===== src/pmrr_pkg.sv =====
// Constants, register map and types of the power monitor result register bank
package pmrr_pkg;
	// Register indices; byte address is four times the index
	localparam logic [5:0]  IDX_BUS   = 6'h02;
	localparam logic [5:0]  IDX_PWR   = 6'h03;
	localparam logic [5:0]  IDX_CUR   = 6'h04;
	localparam logic [5:0]  IDX_CAL   = 6'h05;
	localparam logic [5:0]  IDX_CTRL  = 6'h08;
	localparam logic [5:0]  IDX_IST   = 6'h09;
	localparam logic [5:0]  IDX_IEN   = 6'h0A;
	localparam logic [5:0]  IDX_ICLR  = 6'h0B;
	localparam int          ADDR_LSB  = 2;
	localparam int          ADDR_MSB  = 7;
	// Reset values
	localparam logic [15:0] RST_RES   = 16'h0000;
	localparam logic [12:0] RST_BUS   = 13'h0000;
	localparam logic [2:0]  RST_MODE  = 3'h7;
	localparam logic [1:0]  RST_IRQ   = 2'h0;
	// Control register layout
	localparam int          CTRL_MODE_LSB = 0;
	localparam int          CTRL_MODE_MSB = 2;
	localparam int          CTRL_RANGE    = 3;
	localparam logic [2:0]  MODE_PDOWN    = 3'h0;
	localparam logic [2:0]  MODE_DISABLE  = 3'h4;
	// Bus voltage register layout
	localparam int          BUS_VAL_LSB = 3;
	localparam int          BUS_RDY_BIT = 1;
	localparam int          BUS_OFLOW_BIT = 0;
	localparam int          BUS_TOP     = 12;
	// Interrupt bit positions
	localparam int          IRQ_READY = 0;
	localparam int          IRQ_OFLOW = 1;
	// Arithmetic
	localparam int          CUR_SHIFT = 12;
	localparam logic [28:0] PWR_DIV   = 29'h0001388;
	typedef enum logic [1:0] {
		PMRR_IDLE,
		PMRR_CUR,
		PMRR_PWR,
		PMRR_UPD
	} pmrr_state_t;
endpackage : pmrr_pkg


===== src/pmrr_top.sv =====
// Result, calibration and interrupt registers of the power monitor, APB slave
//
// Design decision made here: the APB register port.
`timescale 1ns/1ps
module pmrr_top (
	input  wire logic        pclk,
	input  wire logic        presetn,
	input  wire logic        psel,
	input  wire logic        penable,
	input  wire logic        pwrite,
	input  wire logic [31:0] paddr,
	input  wire logic [31:0] pwdata,
	output logic      [31:0] prdata,
	output logic             pready,
	output logic             pslverr,
	input  wire logic        meas_valid,
	input  wire logic [15:0] meas_shunt,
	input  wire logic [12:0] meas_bus,
	output logic             irq
);
	import pmrr_pkg::*;

	pmrr_state_t       state_reg;
	logic        [12:0] bus_val_reg;
	logic        [15:0] pwr_reg;
	logic        [15:0] cur_reg;
	logic        [15:0] cal_reg;
	logic               ready_reg;
	logic               oflow_reg;
	logic        [2:0]  mode_reg;
	logic               range32_reg;
	logic        [1:0]  ist_reg;
	logic        [1:0]  ien_reg;
	logic        [15:0] shunt_hold;
	logic        [12:0] bus_hold;
	logic        [15:0] cur_tmp;
	logic        [15:0] pwr_tmp;
	logic               oflow_tmp;
	logic        [31:0] prdata_reg;
	logic               pready_reg;
	logic               pslverr_reg;
	logic               irq_reg;

	logic        [5:0]  idx;
	logic               xfer_done;
	logic               wr_done;
	logic               rd_done;
	logic               mapped;
	logic               mode_active;
	logic               mode_wr;
	logic               pwr_rd;
	logic               upd_now;
	logic signed [32:0] cur_prod;
	logic signed [32:0] cur_scaled;
	logic        [15:0] cur_mag;
	logic        [28:0] pwr_prod;
	logic        [28:0] pwr_quot;
	logic        [31:0] rd_word;

	function automatic logic fits_s16(input logic signed [32:0] v);
		fits_s16 = (v[32:15] == 18'h00000) || (v[32:15] == 18'h3FFFF);
	endfunction : fits_s16

	function automatic logic active_mode(input logic [2:0] m);
		active_mode = (m != MODE_PDOWN) && (m != MODE_DISABLE);
	endfunction : active_mode

	assign prdata  = prdata_reg;
	assign pready  = pready_reg;
	assign pslverr = pslverr_reg;
	assign irq     = irq_reg;

	assign idx         = paddr[ADDR_MSB:ADDR_LSB];
	assign xfer_done   = psel && penable && pready_reg;
	assign wr_done     = xfer_done && pwrite && mapped;
	assign rd_done     = xfer_done && !pwrite && mapped;
	assign mode_active = active_mode(mode_reg);
	assign mode_wr     = wr_done && (idx == IDX_CTRL)
		&& active_mode(pwdata[CTRL_MODE_MSB:CTRL_MODE_LSB]);
	assign pwr_rd      = rd_done && (idx == IDX_PWR);
	assign upd_now     = (state_reg == PMRR_UPD);

	always_comb
	begin
		if (idx == IDX_BUS || idx == IDX_PWR || idx == IDX_CUR
			|| idx == IDX_CAL || idx == IDX_CTRL || idx == IDX_IST
			|| idx == IDX_IEN || idx == IDX_ICLR)
			mapped = (paddr[31:ADDR_MSB+1] == '0)
				&& (paddr[ADDR_LSB-1:0] == 2'h0);
		else
			mapped = 1'b0;
	end

	// Bus word composed from live fields: value, unused bit, ready, overflow
	always_comb
	begin
		rd_word = 32'h00000000;
		if (idx == IDX_BUS)
			rd_word[15:0] = {bus_val_reg, 1'b0, ready_reg, oflow_reg};
		else if (idx == IDX_PWR)
			rd_word[15:0] = pwr_reg;
		else if (idx == IDX_CUR)
			rd_word[15:0] = cur_reg;
		else if (idx == IDX_CAL)
			rd_word[15:0] = cal_reg;
		else if (idx == IDX_CTRL)
			rd_word[3:0] = {range32_reg, mode_reg};
		else if (idx == IDX_IST)
			rd_word[1:0] = ist_reg;
		else if (idx == IDX_IEN)
			rd_word[1:0] = ien_reg;
		else
			rd_word = 32'h00000000;
	end

	// Access phase takes two cycles so read data is already registered
	always_ff @(posedge pclk or negedge presetn)
	begin
		if (!presetn)
		begin
			pready_reg  <= 1'b0;
			pslverr_reg <= 1'b0;
			prdata_reg  <= 32'h00000000;
		end
		else
		begin
			pready_reg  <= psel && penable && !pready_reg;
			pslverr_reg <= psel && penable && !pready_reg && !mapped;
			if (psel && penable && !pready_reg && !pwrite && mapped)
				prdata_reg <= rd_word;
			else
				prdata_reg <= 32'h00000000;
		end
	end

	always_ff @(posedge pclk or negedge presetn)
	begin
		if (!presetn)
		begin
			mode_reg    <= RST_MODE;
			range32_reg <= 1'b0;
			ien_reg     <= RST_IRQ;
		end
		else if (wr_done && idx == IDX_CTRL)
		begin
			mode_reg    <= pwdata[CTRL_MODE_MSB:CTRL_MODE_LSB];
			range32_reg <= pwdata[CTRL_RANGE];
		end
		else if (wr_done && idx == IDX_IEN)
			ien_reg <= pwdata[1:0];
	end

	// D0 is never stored, so it cannot be written to one
	always_ff @(posedge pclk or negedge presetn)
	begin
		if (!presetn)
			cal_reg <= RST_RES;
		else if (wr_done && idx == IDX_CAL)
			cal_reg <= {pwdata[15:1], 1'b0};
	end

	// Measurement sequencer; new samples are ignored until the update is done
	always_ff @(posedge pclk or negedge presetn)
	begin
		if (!presetn)
			state_reg <= PMRR_IDLE;
		else
			case (state_reg)
				PMRR_IDLE:
					if (meas_valid && mode_active)
						state_reg <= PMRR_CUR;
				PMRR_CUR:
					state_reg <= PMRR_PWR;
				PMRR_PWR:
					state_reg <= PMRR_UPD;
				default:
					state_reg <= PMRR_IDLE;
			endcase
	end

	always_ff @(posedge pclk or negedge presetn)
	begin
		if (!presetn)
		begin
			shunt_hold <= RST_RES;
			bus_hold   <= RST_BUS;
		end
		else if (state_reg == PMRR_IDLE && meas_valid && mode_active)
		begin
			shunt_hold <= meas_shunt;
			// 16V range: 4mV steps, top value bit forced to zero
			bus_hold   <= range32_reg ? meas_bus
				: {1'b0, meas_bus[BUS_TOP-1:0]};
		end
	end

	// Calibration D0 is stored as zero, so the full word is D15..D1 alone
	assign cur_prod   = $signed(shunt_hold)
		* $signed({1'b0, cal_reg});
	assign cur_scaled = cur_prod >>> CUR_SHIFT;
	assign cur_mag    = cur_tmp[15] ? 16'(-cur_tmp) : cur_tmp;
	// Both operands widened first so the product keeps all 29 bits
	assign pwr_prod   = {13'h0000, cur_mag} * {16'h0000, bus_hold};
	assign pwr_quot   = pwr_prod / PWR_DIV;

	always_ff @(posedge pclk or negedge presetn)
	begin
		if (!presetn)
		begin
			cur_tmp <= RST_RES;
			pwr_tmp <= RST_RES;
			oflow_tmp <= 1'b0;
		end
		else if (state_reg == PMRR_CUR)
		begin
			cur_tmp <= cur_scaled[15:0];
			oflow_tmp <= !fits_s16(cur_scaled);
		end
		else if (state_reg == PMRR_PWR)
		begin
			pwr_tmp <= pwr_quot[15:0];
			oflow_tmp <= oflow_tmp || (pwr_quot[28:16] != 13'h0000);
		end
	end

	// Results change only here, all in one edge; reads never see a mix
	always_ff @(posedge pclk or negedge presetn)
	begin
		if (!presetn)
		begin
			bus_val_reg <= RST_BUS;
			cur_reg     <= RST_RES;
			pwr_reg     <= RST_RES;
			oflow_reg   <= 1'b0;
		end
		else if (upd_now)
		begin
			bus_val_reg <= bus_hold;
			cur_reg     <= cur_tmp;
			pwr_reg     <= pwr_tmp;
			oflow_reg   <= oflow_tmp;
		end
	end

	// Set wins over both clear causes
	always_ff @(posedge pclk or negedge presetn)
	begin
		if (!presetn)
			ready_reg <= 1'b0;
		else if (upd_now)
			ready_reg <= 1'b1;
		else if (mode_wr || pwr_rd)
			ready_reg <= 1'b0;
	end

	always_ff @(posedge pclk or negedge presetn)
	begin
		if (!presetn)
			ist_reg <= RST_IRQ;
		else
		begin
			for (int i = 0; i < 2; i++)
			begin
				if (upd_now && (i == IRQ_READY || oflow_tmp))
					ist_reg[i] <= 1'b1;
				else if (wr_done && idx == IDX_ICLR && pwdata[i])
					ist_reg[i] <= 1'b0;
			end
		end
	end

	always_ff @(posedge pclk or negedge presetn)
	begin
		if (!presetn)
			irq_reg <= 1'b0;
		else
			irq_reg <= |(ist_reg & ien_reg);
	end
endmodule : pmrr_top


===== config.mk =====
export PLATFORM = sky130hd
export DESIGN_NAME = pmrr_top
export DESIGN_NICKNAME = d
export VERILOG_FILES = /design/src/pmrr_pkg.sv /design/src/pmrr_top.sv
export SDC_FILE = /design/constraint.sdc
export NUM_CORES = 2
export LEC_CHECK = 0
export BUFFER_PORTS_ARGS = -buffer_cell sky130_fd_sc_hd__buf_2
export CAP_MARGIN = 10
export CORE_MARGIN = 3
export CORE_UTILIZATION = 42
export CTS_CLUSTER_SIZE = 25
export DETAILED_ROUTE_END_ITERATION = 7
export HOLD_SLACK_MARGIN = 0.05
export SYNTH_ARGS = -nofsm -noshare
export SYNTH_HDL_FRONTEND = slang
export SYNTH_SLANG_ARGS = --single-unit

===== constraint.sdc =====
create_clock -name pclk -period 29.8 [get_ports pclk]
set_input_delay 5.96 -clock pclk [delete_from_list [all_inputs] [get_ports pclk]]
set_output_delay 5.96 -clock pclk [all_outputs]
set_load 0.005 [all_outputs]

After elaboration in Yosys (flattened, before gate mapping):

Index checks and enable logic that the tools add are counted.

* register bits after elaboration: 169
* output and inout port bits: 35
* word-level logic and storage cells: 117

* muxes and demuxes: 21
* div/mod/pow operators: 1
* bitwise gates (word level): 3
* add/subtract/negate cells: 1
* multipliers: 2
* eq/ne operators: 15
* reduce and logical (&&, ||, !) cells: 53

Operators with widths (number)
* $mux W16: 6
* $mul A16 B16 Y32: 1
* $div A29 B13 Y29 const B: 1
* $mul A16 B13 Y29: 1
* $logic_and A1 B1 Y1: 25
* $eq A6 B4 Y1 const B: 4
* $logic_not A24 Y1: 1
* $eq A18 B18 Y1 const B: 1
* $logic_not A18 Y1: 1
* $neg A16 Y16: 1
* $mux W13: 1
* $reduce_bool A13 Y1: 1
* $eq A6 B2 Y1 const B: 2
* $eq A6 B3 Y1 const B: 2
* $logic_or A1 B1 Y1: 10
* $mux W1: 9
* $reduce_bool A2 Y1: 4
* $mux W2: 3
* $ne A3 B3 Y1 const B: 2
* $pmux W2 S3: 1
* $reduce_bool A3 Y1: 2
* $eq A2 B2 Y1 const B: 2
* $logic_not A1 Y1: 4
* $logic_not A2 Y1: 2
* 7 further kinds: 9

Logic depth before layout (Yosys ltp):

* depth after elaboration: 15
* gate-level depth with buffers: 87
* gate-level depth less buffers: 75

Least setup slack after synthesis:

No wires, ideal clock.

* path type: flip-flop to flip-flop
* from: register cur_tmp[2]
* to: register pwr_tmp[0]
* data required time: 29.668 ns
* arrival time: 20.082 ns
* slack: 9.586 ns
* cell stages (with the launch flop): 80
* clock period less this slack: 20.214 ns
* cells stage by stage: dfrtp_1 > nor2_1 > nand4b_1 > or3_1 > or3_1 > o21ai_0 > xnor2_1 > clkbuf_1 > nand2_1 > fa_1 > inv_1 > fa_1 > fa_1 > fa_1 > inv_1 > fa_1 > inv_1 > ha_1 > [... 44 more ...] > o31ai_4 > nand2_2 > maj3_2 > o21ba_2 > xor2_2 > a31oi_1 > o21ai_2 > o21ai_2 > a311o_1 > a211oi_2 > o221ai_1 > o211ai_2 > o21bai_2 > a21o_1 > a31o_1 > a2111o_1 > o2111ai_1 > a22oi_1

* word-level cells in the longest chain between the ends: 4

Ends and longest elaborated chain
* start: declaration: line pmrr_top.sv:36 `logic [15:0] cur_tmp;`
* start signal: assignment: line pmrr_top.sv:216 `cur_tmp <= cur_scaled[15:0];`
* $neg A16 Y16: line pmrr_top.sv:201 `assign cur_mag = cur_tmp[15] ? 16'(-cur_tmp) : cur_tmp;`
* $mux W16 (*): line pmrr_top.sv:201
* $mul A16 B13 Y29 (*): line pmrr_top.sv:203 `assign pwr_prod = {13'h0000, cur_mag} * {16'h0000, bus_hold};`
* $div A29 B13 Y29 (*): line pmrr_top.sv:204 `assign pwr_quot = pwr_prod / PWR_DIV;`
* end signal: assignment: line pmrr_top.sv:221 `pwr_tmp <= pwr_quot[15:0];`
* end: declaration: line pmrr_top.sv:37 `logic [15:0] pwr_tmp;`

Mark *: on every way between the ends. The rest lies on a longest branch, timed or not.
A chain may end at the register's enable or synchronous reset.

Worst setup path in the final report:

* from: register cur_tmp[0]
* to: register pwr_tmp[0]

Same word-level chain as after synthesis.

==> results.json <==
{
  "clock_sinks": 153,
  "grt_use_total_pct": 20.87,
  "fmax_ghz": 0.03970,
  "max_stage_delay_ps": 870,
  "run_status": "completed",
  "cellPowerDensity_mw_per_mm2": 14.14,
  "grt_max_degree": 56,
  "maxCapViolCount": 0,
  "portBuffers": 101,
  "n_antenna_cell": 0,
  "synth_compound_area_share_pct": 16.02,
  "slowest_stage": "o31ai_2",
  "num_rows": 95,
  "drive_above_1_share_pct": 12.03,
  "gp_congestion": 0.8374,
  "final.fill_count": 6749,
  "drc_errors": 0,
  "r2r_start": "cur_tmp[0]",
  "worstMarginPinSlew_ps": 1082,
  "start_kind": "flop",
  "final_area_mm2": 0.03102,
  "antenna_found_initial": 4,
  "switching_share_pct": 26.20,
  "clkTransAtPathRegs_ps": 70,
  "numCtsBuffers": 17,
  "min-delay-start": "pwr_tmp[8]",
  "seqPwrFrac_pct": 47.4,
  "skew_ps": 24.14,
  "arrival_ps": 25520,
  "layout_min_cycle_time_ps": 25190,
  "path_max_fanout": 16,
  "design.die.area_mm2": 0.07260,
  "post_dp_cell_area_mm2": 0.03047,
  "h-tree-depth": 4,
  "slew_headroom_pct": 27.90,
  "synth_edf_count": 0,
  "p_leak_uw": 0.01478,
  "netlist_instances": 3295,
  "finalNetCount": 3961,
  "synthSimpleGateAreaFrac_pct": 17.90,
  "die_h_um": 269.4,
  "hold_end": "pwr_reg[8]",
  "holdCritPathClass": "flop to flop",
  "ios": 134,
  "clk_latency_ps": 460,
  "num_vias": 23266,
  "crit_buf_inv": 7,
  "yosysWarnings": 0,
  "crit_required_ps": 30130,
  "ant_nets": 0,
  "die_w_um": 269.4,
  "tritoncts": "done",
  "reg2reg_to": "pwr_tmp[0]",
  "drtIter0Drc": 1421,
  "synth_top_family_by_area": "adder cells",
  "synth-seq-cells": 153,
  "switching_power_uw": 114.9,
  "ctsHoldBuffers": 0,
  "slew_viol_final": 0,
  "syn_avg_cell_area_um2": 8.846,
  "grt_setup_unrepaired": "no",
  "synth_area_mm2": 0.02915,
  "core-area_mm2": 0.06799,
  "grt_pass1_vias": 23619,
  "wirelength_um": 74690,
  "ys_seq_area_share_pct": 13.15,
  "final_common_cell": "inv_1",
  "start_util_pct": 42.87,
  "place_hpwl_um": 59460,
  "timing_hold_violations_final": 0,
  "cts_setup_buffers": 0,
  "cts_buffer_depth": 2,
  "synthAdderAreaFrac_pct": 34.29,
  "fin_tns_setup_ps": 0,
  "rrSetupSlack_ps": 4610,
  "ys.flop_type": "dfrtp_1",
  "async_flop_share_pct": 100.0,
  "vdd_drop_max_mv": 0.02907,
  "syn_to_final_growth_pct": 6.430,
  "crit_family": "compound AO/OA/AOI/OAI gates",
  "synth_cell_types": 125,
  "avgViaCountPerCell": 5.489,
  "cts_resized": 0,
  "hold_depth": 1,
  "endpoint_kind": "flop",
  "grt_pass1_wl_um": 125000,
  "layout_common_cells": "inv_1, fa_1, nand2_1, and2_1, ha_1",
  "synthXorXnorAreaFrac_pct": 4.250,
  "clock-root-buffer": "clkbuf_16",
  "worstRegToRegCells": 76,
  "p_comb_share_pct": 3.2,
  "setup_viol": 0,
  "post-route-period-util_pct": 84.53,
  "gr-total-overflow": 0,
  "fin_util_pct": 45.63,
  "p_int_uw": 323.6,
  "synth.area.mux_share_pct": 5.722,
  "wl_per_cell_um": 17.62,
  "critPathKind": "flop to flop",
  "clkPwrFrac_pct": 49.4,
  "dr.pass1.iters": 5
}
==> layout make-up <==
class / instances / area, um2 / share of cell area, %
multi-input combinational: 2515 / 22900 / 73.81
sequential: 153 / 3832 / 12.35
inverter: 481 / 1805 / 5.820
tap: 921 / 1152 / 3.715
timing repair buffer: 137 / 782.0 / 2.521
clock buffer: 18 / 439.2 / 1.416
clock inverter: 14 / 113.9 / 0.3670
==> worst register-to-register path: cells and delay by family (launching register included) <==
| kind | cells | cell delay, ps |
|---|---|---|
| AO/OA/AOI/OAI | 34 | 10570 |
| multiplexers | 6 | 2210 |
| adder cells (fa/ha/maj) | 7 | 3390 |
| AND/OR/NAND/NOR | 16 | 4640 |
| flip-flops | 1 | 580 |
| buffers and inverters | 7 | 850 |
| XOR/XNOR | 6 | 2800 |
==> worst max path at each step <==
stage	cells after the start	startpoint	slack (ps)	to
floorplan	79	cur_tmp[2]	9590	pwr_tmp[0]
global placement	74	cur_tmp[0]	5100	pwr_tmp[0]
detailed placement	75	cur_tmp[0]	4980	pwr_tmp[0]
CTS	74	cur_tmp[0]	4950	pwr_tmp[0]
global route	75	cur_tmp[0]	2740	pwr_tmp[0]
finish	76	cur_tmp[0]	4610	pwr_tmp[0]
==> synthesized netlist by cell type (all sizes together) (19+ instances only) <==
cell | instances | area (um2)
inv | 481 | 1805
fa | 399 | 7988
nand2 | 347 | 1305
and2 | 236 | 1476
ha | 158 | 1977
a21oi | 150 | 765.7
dfrtp | 150 | 3754
mux2 | 127 | 1434
o21ai | 119 | 610.6
nor2 | 117 | 449.2
clkbuf | 110 | 412.9
xnor2 | 93 | 829.5
nand3 | 54 | 280.3
nor3 | 53 | 275.3
buf | 51 | 301.5
xor2 | 45 | 409.1
a31oi | 33 | 249.0
o211ai | 33 | 267.8
nor2b | 32 | 200.2
a211oi | 29 | 252.7
a22oi | 25 | 202.7
nand2b | 25 | 156.4
mux2i | 23 | 234.0
nor4 | 22 | 180.2
and3 | 21 | 131.4
o21a | 21 | 158.9
nand4 | 20 | 161.4
or2 | 20 | 125.1
a21o | 19 | 142.6
==> metal layers <==
layer / vias up / GRT usage, % / wire (um)
met5: - / 0 / 12
met3: 71 / 2.454 / 2930
met4: 2 / 3.797 / 1016
met1: 11731 / 29.02 / 34300
li1: 11041 / - / -
met2: 421 / 35.41 / 36430
==> cells by family (layout without fill, tap and decap cells) <==
logic type	count (synthesis)	count (layout)
buf+inv	642	650
mux	150	150
fa+ha+maj	560	560
flops	153	153
compound gates	643	643
xor+xnor	138	138
simple gates	1008	1008
other cells	1	16
==> stage by stage <==
step                      instances  hold slack [ps]  setup WS (ps)  total power (uW)
final                          4239            505.6           4609             438.6
after global routing           4239            525.9           2744             453.0
after CTS                      4239            509.6           4953             443.7
after detailed placement       4207            494.0           4985             226.4
after global placement         4207            489.0           5096             226.4
after floorplan                3310            473.0           9586             216.5
==> power groups by stage <==
stage | Sequential, uW | Combinational [uW] | Clock (uW)
5_1_grt | 208 | 16.2 | 229
3_3_place_gp | 212 | 14.6 | 0
3_5_place_dp | 212 | 14.6 | 0
6_report | 208 | 14.2 | 216
4_1_cts | 208 | 14.7 | 221
2_1_floorplan | 212 | 4.59 | 0
Power figures use the tool's default switching activity.
